`config.mk`:
```
export PLATFORM = sky130hd
export DESIGN_NAME = ctq_queue_ctrl
export DESIGN_NICKNAME = d
export VERILOG_FILES = /design/src/verilog/ctq_pkg.sv /design/src/verilog/ctq_ahb_slave.sv /design/src/verilog/ctq_queue_ctrl.sv
export SDC_FILE = /design/constraint.sdc
export NUM_CORES = 1
export LEC_CHECK = 0
export BUFFER_PORTS_ARGS = -buffer_cell sky130_fd_sc_hd__buf_4
export CAP_MARGIN = 0
export CORE_UTILIZATION = 50
export DETAILED_ROUTE_END_ITERATION = 10
export PLACE_DENSITY = 0.76
export SLEW_MARGIN = 15
export SYNTH_ARGS = -nofsm -noshare
export SYNTH_HDL_FRONTEND = slang
export SYNTH_SLANG_ARGS = --single-unit
```
`constraint.sdc`:
```
create_clock -name hclk -period 4.5 [get_ports hclk]
set_input_delay 0.45 -clock hclk [delete_from_list [all_inputs] [get_ports hclk]]
set_output_delay 0.45 -clock hclk [all_outputs]
set_load 0.005 [all_outputs]
```
`src/verilog/ctq_pkg.sv`:
```
// package: register map, field positions and reset values of the transmit queue block
package ctq_pkg;
  // register byte addresses
  localparam logic [7:0] CTQ_ADDR_BASE_LOW = 8'h00;
  localparam logic [7:0] CTQ_ADDR_CFG_HIGH = 8'h04;
  localparam logic [7:0] CTQ_ADDR_CTL_LOW  = 8'h08;
  localparam logic [7:0] CTQ_ADDR_STATUS   = 8'h0C;
  localparam logic [7:0] CTQ_ADDR_MODE     = 8'h10;
  localparam logic [7:0] CTQ_ADDR_SUMMARY  = 8'h14;
  localparam logic [7:0] CTQ_ADDR_GREQ     = 8'h18;
  // config high fields
  localparam int CTQ_PLSZ_LSB  = 13;
  localparam int CTQ_DEPTH_LSB = 8;
  localparam int CTQ_RETRY_LSB = 5;
  localparam int CTQ_PRIO_LSB  = 0;
  // control low fields
  localparam int CTQ_FLUSH_BIT = 10;
  localparam int CTQ_SEND_BIT  = 9;
  localparam int CTQ_ADV_BIT   = 8;
  localparam int CTQ_DIR_BIT   = 7;
  localparam int CTQ_ATIE_BIT  = 4;
  localparam int CTQ_EIE_BIT   = 2;
  localparam int CTQ_NFIE_BIT  = 0;
  // status fields
  localparam int CTQ_IDX_LSB   = 8;
  localparam int CTQ_ABT_BIT   = 7;
  localparam int CTQ_ARB_BIT   = 6;
  localparam int CTQ_ERR_BIT   = 5;
  localparam int CTQ_ATIF_BIT  = 4;
  localparam int CTQ_EIF_BIT   = 2;
  localparam int CTQ_NFIF_BIT  = 0;
  // mode register fields
  localparam int CTQ_OPMODE_LSB = 0;
  localparam int CTQ_RTEN_BIT   = 4;
  // values after reset and codes
  localparam logic [2:0] CTQ_MODE_CONFIG   = 3'h4;
  localparam logic [2:0] CTQ_MODE_RST      = 3'h4;
  localparam logic [1:0] CTQ_RETRY_RST     = 2'h3;
  localparam logic [1:0] CTQ_RETRY_NONE    = 2'h0;
  localparam logic [1:0] CTQ_RETRY_THREE   = 2'h1;
  localparam logic [1:0] CTQ_THREE_TRIES   = 2'h3;
  localparam logic [15:0] CTQ_BASE_MASK    = 16'hFFFC;
  localparam int CTQ_FLUSH_CYCLES          = 2;
  // outcome codes from the protocol engine
  typedef enum logic [1:0] {CTQ_RES_OK, CTQ_RES_ARB, CTQ_RES_ERR} ctq_result_t;
endpackage : ctq_pkg

```
`src/verilog/ctq_ahb_slave.sv`:
```
// AHB-Lite slave front end: captures address phase, issues one-cycle register strobes
`timescale 1ns/10ps
module ctq_ahb_slave
  import ctq_pkg::*;
(
  input  wire logic        hclk,
  input  wire logic        hresetn,
  input  wire logic        hsel,
  input  wire logic [31:0] haddr,
  input  wire logic [1:0]  htrans,
  input  wire logic        hwrite,
  input  wire logic        hready,
  output logic             wr_stb,
  output logic             rd_phase,
  output logic [7:0]       reg_addr
);
  logic       pend_wr_r;
  logic       pend_rd_r;
  logic [7:0] addr_r;

  // address phase capture; every access finishes in its first data cycle
  always_ff @(posedge hclk or negedge hresetn)
  begin
    if (!hresetn)
    begin
      pend_wr_r <= 1'b0;
      pend_rd_r <= 1'b0;
      addr_r    <= 8'h00;
    end
    else if (hready)
    begin
      pend_wr_r <= hsel & htrans[1] & hwrite;
      pend_rd_r <= hsel & htrans[1] & ~hwrite;
      addr_r    <= haddr[7:0];
    end
  end

  assign wr_stb   = pend_wr_r;
  assign rd_phase = pend_rd_r;
  assign reg_addr = addr_r;
endmodule : ctq_ahb_slave

```
`src/verilog/ctq_queue_ctrl.sv`:
```
// transmit queue control and status registers with their AHB-Lite access
//
// Added by the designer: the placing of the registers and the AHB-Lite register port.
`timescale 1ns/10ps
module ctq_queue_ctrl
  import ctq_pkg::*;
(
  input  wire logic              hclk,
  input  wire logic              hresetn,
  input  wire logic              hsel,
  input  wire logic [31:0]       haddr,
  input  wire logic [1:0]        htrans,
  input  wire logic              hwrite,
  input  wire logic [2:0]        hsize,
  input  wire logic [31:0]       hwdata,
  input  wire logic              hready,
  output logic [31:0]            hrdata,
  output logic                   hreadyout,
  output logic                   hresp,
  input  wire logic              eng_done,
  input  wire ctq_pkg::ctq_result_t eng_result,
  input  wire logic              eng_abort_done,
  output logic                   eng_send,
  output logic                   eng_abort,
  output logic [4:0]             eng_slot,
  output logic [4:0]             eng_priority,
  output logic [6:0]             eng_payload_bytes,
  output logic [15:0]            eng_base_low,
  output logic                   tx_irq_pending
);
  import ctq_pkg::*;
  logic        wr_stb, rd_phase, unused_ok;
  logic [7:0]  reg_addr;
  logic [15:0] wd, base_r;
  logic [2:0]  plsz_r, opmode_r;
  logic [4:0]  depth_r, prio_r, head_r, tail_r;
  logic [1:0]  retry_r, flush_cnt_r, tries_r;
  logic [5:0]  count_r;
  logic [6:0]  bytes_r;
  logic [31:0] rdata_r;
  logic        rten_r, flush_r, send_r, abort_r, atie_r, eie_r, nfie_r, irq_r;
  logic        abt_r, arb_r, err_r, atif_r;
  logic        w_base, w_cfg, w_ctl, w_sta, w_mode, w_greq;
  logic        advance, sent_ok, failed, exhaust, empty, not_full;

  // payload code to byte count
  function automatic logic [6:0] ctq_bytes(input logic [2:0] code);
    case (code)
      3'h0: ctq_bytes = 7'd8;
      3'h1: ctq_bytes = 7'd12;
      3'h2: ctq_bytes = 7'd16;
      3'h3: ctq_bytes = 7'd20;
      3'h4: ctq_bytes = 7'd24;
      3'h5: ctq_bytes = 7'd32;
      3'h6: ctq_bytes = 7'd48;
      default: ctq_bytes = 7'd64;
    endcase
  endfunction : ctq_bytes

  // wrap a slot pointer at the configured depth
  function automatic logic [4:0] ctq_wrap(input logic [4:0] p, input logic [4:0] d);
    ctq_wrap = (p == d) ? 5'h00 : 5'(p + 5'h01);
  endfunction : ctq_wrap

  ctq_ahb_slave u_slave (
    .hclk     (hclk),
    .hresetn  (hresetn),
    .hsel     (hsel),
    .haddr    (haddr),
    .htrans   (htrans),
    .hwrite   (hwrite),
    .hready   (hready),
    .wr_stb   (wr_stb),
    .rd_phase (rd_phase),
    .reg_addr (reg_addr)
  );

  // register write decode; hsize ignored since only word transfers occur
  assign wd     = hwdata[15:0];
  assign w_base = wr_stb && (reg_addr == CTQ_ADDR_BASE_LOW);
  assign w_cfg  = wr_stb && (reg_addr == CTQ_ADDR_CFG_HIGH);
  assign w_ctl  = wr_stb && (reg_addr == CTQ_ADDR_CTL_LOW);
  assign w_sta  = wr_stb && (reg_addr == CTQ_ADDR_STATUS);
  assign w_mode = wr_stb && (reg_addr == CTQ_ADDR_MODE);
  assign w_greq = wr_stb && (reg_addr == CTQ_ADDR_GREQ);

  // queue state terms
  assign empty    = (count_r == 6'h00);
  assign not_full = (count_r != {1'b0, depth_r} + 6'h01);
  assign advance  = w_ctl && wd[CTQ_ADV_BIT] && not_full && !flush_r;
  assign sent_ok  = eng_done && (eng_result == CTQ_RES_OK);
  assign failed   = eng_done && (eng_result != CTQ_RES_OK);
  // retries used up: none allowed, or three retries after four tries
  assign exhaust  = failed && rten_r && ((retry_r == CTQ_RETRY_NONE) ||
                    ((retry_r == CTQ_RETRY_THREE) && (tries_r == CTQ_THREE_TRIES)));

  // base address low half, two low bits held at zero
  always_ff @(posedge hclk or negedge hresetn)
  begin
    if (!hresetn)
      base_r <= 16'h0000;
    else if (w_base)
      base_r <= wd & CTQ_BASE_MASK;
  end

  // operating mode and controller-wide retry enable
  always_ff @(posedge hclk or negedge hresetn)
  begin
    if (!hresetn)
    begin
      opmode_r <= CTQ_MODE_RST;
      rten_r   <= 1'b0;
    end
    else if (w_mode)
    begin
      opmode_r <= wd[CTQ_OPMODE_LSB +: 3];
      rten_r   <= wd[CTQ_RTEN_BIT];
    end
  end

  // queue configuration; size fields locked outside configuration mode
  always_ff @(posedge hclk or negedge hresetn)
  begin
    if (!hresetn)
    begin
      plsz_r  <= 3'h0;
      depth_r <= 5'h00;
      retry_r <= CTQ_RETRY_RST;
      prio_r  <= 5'h00;
    end
    else if (w_cfg)
    begin
      if (opmode_r == CTQ_MODE_CONFIG)
      begin
        plsz_r  <= wd[CTQ_PLSZ_LSB +: 3];
        depth_r <= wd[CTQ_DEPTH_LSB +: 5];
      end
      retry_r <= wd[CTQ_RETRY_LSB +: 2];
      prio_r  <= wd[CTQ_PRIO_LSB +: 5];
    end
  end

  // interrupt enables
  always_ff @(posedge hclk or negedge hresetn)
  begin
    if (!hresetn)
    begin
      atie_r <= 1'b0;
      eie_r  <= 1'b0;
      nfie_r <= 1'b0;
    end
    else if (w_ctl)
    begin
      atie_r <= wd[CTQ_ATIE_BIT];
      eie_r  <= wd[CTQ_EIE_BIT];
      nfie_r <= wd[CTQ_NFIE_BIT];
    end
  end

  // flush: held a fixed number of cycles, then cleared by hardware
  always_ff @(posedge hclk or negedge hresetn)
  begin
    if (!hresetn)
    begin
      flush_r     <= 1'b0;
      flush_cnt_r <= 2'h0;
    end
    else if (flush_r)
    begin
      flush_cnt_r <= 2'(flush_cnt_r + 2'h1);
      if (flush_cnt_r == 2'(CTQ_FLUSH_CYCLES - 1))
        flush_r <= 1'b0;
    end
    else if (w_ctl && wd[CTQ_FLUSH_BIT])
    begin
      flush_r     <= 1'b1;
      flush_cnt_r <= 2'h0;
    end
  end

  // send request and abort handshake
  always_ff @(posedge hclk or negedge hresetn)
  begin
    if (!hresetn)
    begin
      send_r  <= 1'b0;
      abort_r <= 1'b0;
    end
    else if (flush_r)
    begin
      send_r  <= 1'b0;
      abort_r <= 1'b0;
    end
    else
    begin
      if ((w_ctl && wd[CTQ_SEND_BIT]) || (w_greq && wd[0]))
        send_r <= 1'b1;
      else if (w_ctl && !wd[CTQ_SEND_BIT] && send_r)
      begin
        send_r  <= 1'b0;
        abort_r <= 1'b1;
      end
      else if (sent_ok && (count_r == 6'h01) && !advance)
        send_r <= 1'b0;
      if (eng_abort_done)
        abort_r <= 1'b0;
    end
  end

  // head, tail and occupancy; tail moves on success or exhaustion
  always_ff @(posedge hclk or negedge hresetn)
  begin
    if (!hresetn)
    begin
      head_r  <= 5'h00;
      tail_r  <= 5'h00;
      count_r <= 6'h00;
    end
    else if (flush_r)
    begin
      head_r  <= 5'h00;
      tail_r  <= 5'h00;
      count_r <= 6'h00;
    end
    else
    begin
      if (advance)
        head_r <= ctq_wrap(head_r, depth_r);
      if ((sent_ok || exhaust) && !empty)
        tail_r <= ctq_wrap(tail_r, depth_r);
      if (advance && !((sent_ok || exhaust) && !empty))
        count_r <= 6'(count_r + 6'h01);
      else if (!advance && (sent_ok || exhaust) && !empty)
        count_r <= 6'(count_r - 6'h01);
    end
  end

  // outcome of the last message and attempt counting
  always_ff @(posedge hclk or negedge hresetn)
  begin
    if (!hresetn)
    begin
      abt_r   <= 1'b0;
      arb_r   <= 1'b0;
      err_r   <= 1'b0;
      tries_r <= 2'h0;
    end
    else if (flush_r)
    begin
      abt_r   <= 1'b0;
      arb_r   <= 1'b0;
      err_r   <= 1'b0;
      tries_r <= 2'h0;
    end
    else if (eng_abort_done)
      abt_r <= 1'b1;
    else if (eng_done)
    begin
      abt_r   <= (sent_ok || exhaust) ? exhaust : abt_r;
      arb_r   <= (eng_result == CTQ_RES_ARB);
      err_r   <= (eng_result == CTQ_RES_ERR);
      tries_r <= (sent_ok || exhaust) ? 2'h0 : 2'(tries_r + 2'h1);
    end
  end

  // attempts-exhausted flag: set wins over a software clear
  always_ff @(posedge hclk or negedge hresetn)
  begin
    if (!hresetn)
      atif_r <= 1'b0;
    else if (exhaust)
      atif_r <= 1'b1;
    else if (w_sta && !wd[CTQ_ATIF_BIT])
      atif_r <= 1'b0;
  end

  // pending summary bit and registered engine outputs
  always_ff @(posedge hclk or negedge hresetn)
  begin
    if (!hresetn)
    begin
      irq_r   <= 1'b0;
      bytes_r <= 7'd8;
    end
    else
    begin
      irq_r   <= (atif_r & atie_r) | (empty & eie_r) | (not_full & nfie_r);
      bytes_r <= ctq_bytes(plsz_r);
    end
  end

  // read data, registered in the address phase so it stands in the data phase
  always_ff @(posedge hclk or negedge hresetn)
  begin
    if (!hresetn)
      rdata_r <= 32'h0000_0000;
    else if (hready && hsel && htrans[1] && !hwrite)
    begin
      rdata_r <= 32'h0000_0000;
      if (haddr[7:0] == CTQ_ADDR_BASE_LOW)
        rdata_r[15:0] <= base_r;
      else if (haddr[7:0] == CTQ_ADDR_CFG_HIGH)
        rdata_r[15:0] <= {plsz_r, depth_r, 1'b0, retry_r, prio_r};
      else if (haddr[7:0] == CTQ_ADDR_CTL_LOW)
        rdata_r[15:0] <= {5'h00, flush_r, send_r, 1'b0, 1'b1, 2'h0, atie_r, 1'b0,
                          eie_r, 1'b0, nfie_r};
      else if (haddr[7:0] == CTQ_ADDR_STATUS)
        rdata_r[15:0] <= {3'h0, tail_r, abt_r, arb_r, err_r, atif_r, 1'b0,
                          empty, 1'b0, not_full};
      else if (haddr[7:0] == CTQ_ADDR_MODE)
        rdata_r[15:0] <= {11'h000, rten_r, 1'b0, opmode_r};
      else if (haddr[7:0] == CTQ_ADDR_SUMMARY)
        rdata_r[15:0] <= {15'h0000, irq_r};
      else if (haddr[7:0] == CTQ_ADDR_GREQ)
        rdata_r[15:0] <= {15'h0000, send_r};
    end
  end

  // engine-facing outputs, each from a flip-flop
  always_ff @(posedge hclk or negedge hresetn)
  begin
    if (!hresetn)
    begin
      eng_send     <= 1'b0;
      eng_abort    <= 1'b0;
      eng_slot     <= 5'h00;
      eng_priority <= 5'h00;
      eng_base_low <= 16'h0000;
    end
    else
    begin
      eng_send     <= send_r & ~empty & ~flush_r;
      eng_abort    <= abort_r & ~eng_abort_done; // drop with the engine's done pulse
      eng_slot     <= tail_r;
      eng_priority <= prio_r;
      eng_base_low <= base_r;
    end
  end

  assign hrdata            = rdata_r;
  assign hreadyout         = 1'b1;
  assign hresp             = 1'b0;
  assign eng_payload_bytes = bytes_r;
  assign tx_irq_pending    = irq_r;
  // rd_phase, hsize and the head pointer are kept for completeness but not read
  assign unused_ok = rd_phase | (|hsize) | (|hwdata[31:16]) | (|haddr[31:8]) | (|head_r);
endmodule : ctq_queue_ctrl

```
; ---- After elaboration in Yosys (flattened, before gate mapping)
; Index checks and enable logic that the tools add are counted.
[word_totals]
register_bits = 117
in_bits = 78
out_inout_bits = 70
word_cells = 180
[op_classes]
addsub = 6
eq_ne = 28
mux = 43
bitwise_logic = 13
reduce_logical = 59
[op_table]
columns = cell, n
row1 = $pmux W7 S7, 1
row2 = $eq A8 B5 Y1 const B, 5
row3 = $eq A8 B4 Y1 const B, 4
row4 = $mux W16, 2
row5 = $logic_and A1 B1 Y1, 29
row6 = $mux W13, 2
row7 = $mux W1, 25
row8 = $mux W5, 4
row9 = $mux W6, 3
row10 = $eq A8 B3 Y1 const B, 2
row11 = $logic_not A8 Y1, 2
row12 = $eq A3 B3 Y1 const B, 4
row13 = $mux W2, 6
row14 = $reduce_bool A3 Y1, 4
row15 = $reduce_bool A2 Y1, 5
row16 = $and A1 B1 Y1, 8
row17 = $reduce_and A2 Y1, 4
row18 = $logic_not A1 Y1, 7
row19 = $add A5 B1 Y6 const B, 1
row20 = $add A6 B1 Y6 const B, 1
row21 = $eq A2 B1 Y1 const B, 3
row22 = $eq A3 B2 Y1 const B, 2
row23 = $eq A6 B1 Y1 const B, 1
row24 = $logic_not A6 Y1, 1
row25 = 15 further kinds, 23

; ---- Depth between registers and ports, before layout
[logic_depth]
ltp_word = 11
depth_mapped = 9
depth_no_buf = 7

; ---- Modules after synthesis
; A second synthesis with hierarchy kept.
[hier_totals]
cells_unflattened = 487
area_unflattened_um2 = 5430.2
[by_module_without_submodules]
columns = module, instances, cells_per_inst, area_each_um2, seq_area_each_um2
row1 = ctq_queue_ctrl, 1, 462, 5023.6, 2657.5
row2 = ctq_ahb_slave, 1, 25, 406.6, 250.2

; ---- Worst setup path before layout
; No wires, ideal clock.
[synth_path]
kind = register to register
from = register u_slave.addr_r[4] (netlist: u_slave.reg_addr[4])
to = register count_r[4]
t_arrival_ps = 2119
required_ps = 4375
setup_slack_ps = 2256
path_stages_with_launch = 7
n_path_buf = 0
period_less_slack_ps = 2244
cell_sequence = dfrtp_1 -> or4_4 -> nor3_4 -> nand2_2 -> a21oi_4 -> mux2_4 -> mux2_4
[synth_between]
elab_chain_cells = 9
word_cells_on_any_way = 12
[synth_rtl]
columns = element, line_no
row1 = start: declaration, ctq_ahb_slave.sv:19  ; logic [7:0] addr_r;
row2 = start signal: assignment, ctq_ahb_slave.sv:34  ; addr_r <= haddr[7:0];
row3 = $eq A8 B4 Y1 (*), ctq_queue_ctrl.sv:82  ; assign w_ctl = wr_stb && (reg_addr == CTQ_ADDR_CTL_LOW);
row4 = $logic_and A1 B1 Y1 (*), ctq_queue_ctrl.sv:82
row5 = $logic_and A1 B1 Y1 (*) (3 in series), ctq_queue_ctrl.sv:90  ; assign advance = w_ctl && wd[CTQ_ADV_BIT] && not_full && !flush_r;
row6 = $logic_not A1 Y1, ctq_queue_ctrl.sv:233  ; else if (!advance && (sent_ok || exhaust) && !empty)
row7 = $logic_and A1 B1 Y1 (2 in series), ctq_queue_ctrl.sv:233
row8 = $reduce_bool A3 Y1 (no source line), n/a
row9 = end signal: assignment, ctq_queue_ctrl.sv:232  ; count_r <= 6'(count_r + 6'h01);
row10 = end signal: assignment, ctq_queue_ctrl.sv:234  ; count_r <= 6'(count_r - 6'h01);
row11 = end: declaration, ctq_queue_ctrl.sv:38  ; logic [5:0] count_r;
; Mark *: on every way between the ends. The rest lies on a longest branch, timed or not.
; A chain may end at the register's enable or synchronous reset.

; ---- Worst setup path after layout
[layout_path]
from = register u_slave.addr_r[4] (netlist: u_slave.reg_addr[4])
to = register depth_r[4]
[layout_between]
elab_chain_cells = 3
[layout_rtl]
columns = element, line_no
row1 = $eq A8 B3 Y1, ctq_queue_ctrl.sv:81  ; assign w_cfg = wr_stb && (reg_addr == CTQ_ADDR_CFG_HIGH);
row2 = $logic_and A1 B1 Y1, ctq_queue_ctrl.sv:81
row3 = $reduce_and A2 Y1 (no source line), n/a
row4 = end signal: assignment, ctq_queue_ctrl.sv:136  ; depth_r <= wd[CTQ_DEPTH_LSB +: 5];
row5 = end: declaration, ctq_queue_ctrl.sv:36  ; logic [4:0] depth_r, prio_r, head_r, tail_r;
; No other way between the ends.

==> flow_summary.yaml <==
run_status:
  status: "complete, no violations"
critical_path:
  r2r-start: "u_slave.reg_addr[4]"
  critPathCaptureType: "flip-flop"
  arrival_ps: 2960
  path_max_fanout: 8
  critPathKind: "flip-flop to flip-flop"
  required_ps: 4900
  start_kind: "flip-flop"
  crit_start: "u_slave.reg_addr[4]"
synthesis:
  synth_edf_count: 0
  synth_top_cell_area_share_pct: 51.8
  synth_top_area_cell: "dfrtp_1"
  syn_area_mm2: 0.00537
  syn_inst: 458
  synth-seq-cells: 115
  syn_avg_cell_area_um2: 11.7
  synthTopCellsByArea: "dfrtp_1, mux2_2, buf_4"
  yosys_warnings: 0
  synth-async-reset-ratio_pct: 100
  synth_cell_types: 60
  synth_flop_cell: "dfrtp_1"
  synth-seq-area-share_pct: 53.7
worst_hold_path:
  hold_class: "input pin to asynchronous set/reset pin"
global_route:
  grt_max_degree: 83
  gr-total-overflow: 0
  grtUsageTotal_pct: 22.8
  grt_pass1_wl_mm: 19.1
  grt_antenna_before_repair: 0
  grt_pass1_vias: 3771
clock_tree:
  htree_levels: 4
  holdBufCountCts: 0
  path_clk_slew_ps: 60
  cts_setup_buffers: 0
  cts.sinks: 115
  cts_inserted_buffers: 17
  root_buffer: "clkbuf_8"
  cts_tree: "done"
  clk_latency_ps: 520
  cts_resized: 0
  clockBufferDepth: 2
floorplan:
  die_height_um: 106
  die-area_mm2: 0.0112
  io-pin-count: 148
  die_w_um: 106
  core_mm2: 0.0104
  start_util_pct: 51.7
  num_rows: 37
route:
  routedWlPerCell_um: 17.2
  via_per_inst: 5.54
  vias: 3809
  ant_nets: 0
  drc: 0
  drtIter0Drc: 258
  wl_mm: 11.8
  first_pass_iters: 5
flow_run:
  cap_violations: 0
placement:
  dp.cells: 656
  place_congestion: 0.847
  numPortBuffers: 81
  dp_hpwl_mm: 8.10
power_and_ir_drop:
  ir_worst_vdd_mv: 0.249
  finalPower_mw: 3.32
  p_leak_nw: 3.09
  powerDensity_mw_per_mm2: 497
sta:
  hold_viol: 0
  min_period_over_period_pct: 56.9
  fin_tns_setup_ps: 0
  drv_slew: 0
  whs_ps: 107
  rsz0062_at_grt: "no"
  min_period_ps: 2560
  finalClockSkew_ps: 7.69
  tightest_slew_ps: 971
  finalSetupViolCount: 0
  relSlewSlack_pct: 35.2
  fmax_mhz: 390
final_layout:
  layout_commonest_cell: "dfrtp_1"
  fillers: 801
  nets: 625
  area_growth_syn_to_layout_pct: 24.2
  fin_cells: 688
  diodes: 0
  multi_input_area_mm2: 0.00225
  final_cell_mix: "dfrtp_1, buf_4, mux2_2"
  seqCellArea_mm2: 0.00288
  post_route_cells_drive_above_1_share_pct: 33.0
[routing by layer]
layer  share of wire [%]  wire length [µm]  global-route usage (%)  vias to the layer above
met5                   0                 0                       0                        -
met3                 6.4               760                    5.26                       20
met4                 1.9               224                    10.6                        0
met1                  42              4990                    28.0                     1869
li1                    -                 -                       -                     1757
met2                  49              5850                    38.2                      163
[worst paths after layout]
kind                       slack [ps]              end  depth (start not counted)
setup / recovery                 1940       depth_r[4]                          4
hold / removal                    110       hrdata[14]                          1
setup reg to reg                 1940       depth_r[4]                          4
hold reg to reg                   400  eng_priority[1]                          0
max in group asynchronous        3350       retry_r[1]                          2
min in group hclk                 120        eng_abort                          2
[registers in the layout (all words and copies together), names as in the netlist, 2 cells and up]
name	cells
hrdata	16
base_r	14
eng_base_low	14
u_slave.reg_addr	8
count_r	6
depth_r	5
eng_payload_bytes	5
eng_priority	5
eng_slot	5
prio_r	5
tail_r	5
opmode_r	3
plsz_r	3
flush_cnt_r	2
retry_r	2
tries_r	2
[where the power goes]
part | leakage [nW] | switching [mW] | total, mW | internal (mW)
Clock | 0.323 | 0.443 | 1.52 | 1.08
Sequential | 1.47 | 0.161 | 1.32 | 1.15
Combinational | 1.30 | 0.230 | 0.478 | 0.248
Total | 3.09 | 0.834 | 3.32 | 2.48
[final cells by class]
| cell class | instances | share of cell area, % |
|---|---|---|
| clock buffers | 22 | 6.65 |
| clock inverters | 10 | 3.42 |
| inverters | 14 | 0.788 |
| multi-input cells | 306 | 33.8 |
| flip-flops and latches | 115 | 43.3 |
| well taps | 136 | 2.55 |
| repair buffers | 85 | 9.57 |
[kinds of logic after synthesis]
logic type / count (synthesis) / synth area share, %
mux: 60 / 12.5
xor+xnor: 14 / 2.28
fa+ha+maj: 8 / 1.87
simple gates: 130 / 14.5
flops: 115 / 53.7
compound gates: 72 / 9.14
other cells: 2 / 0.140
buf+inv: 57 / 5.83
[metrics by stage]
stage | setup WS, ps | cell area [µm²] | utilization, %
after floorplan | 2260 | 5440 | -
after global placement | 1850 | 5990 | 57.8
after detailed placement | 1760 | 5990 | 57.8
after CTS | 1950 | 6670 | 64.3
after global routing | 1770 | 6670 | 64.3
final | 1940 | 6670 | 64.3
[synthesized netlist by cell type, drive strengths merged, types with 6 or more instances]
cell	number
mux2	51
inv	14
xor2	7
a21oi	15
a22oi	7
nor2b	10
mux2i	9
clkbuf	12
xnor2	7
nand3	11
nor3	10
nand2	35
nor4	7
ha	8
o21ai	23
and3	6
dfrtp	111
nor2	20
buf	31
[worst max-delay path, cell delays in order (launching register included)]
cell	delay [ps]
dfrtp_1	420
nor4_1	440
nand3_2	340
or4b_1	850
mux2_2	390
No activity file was read; power rests on OpenSTA's default activity.
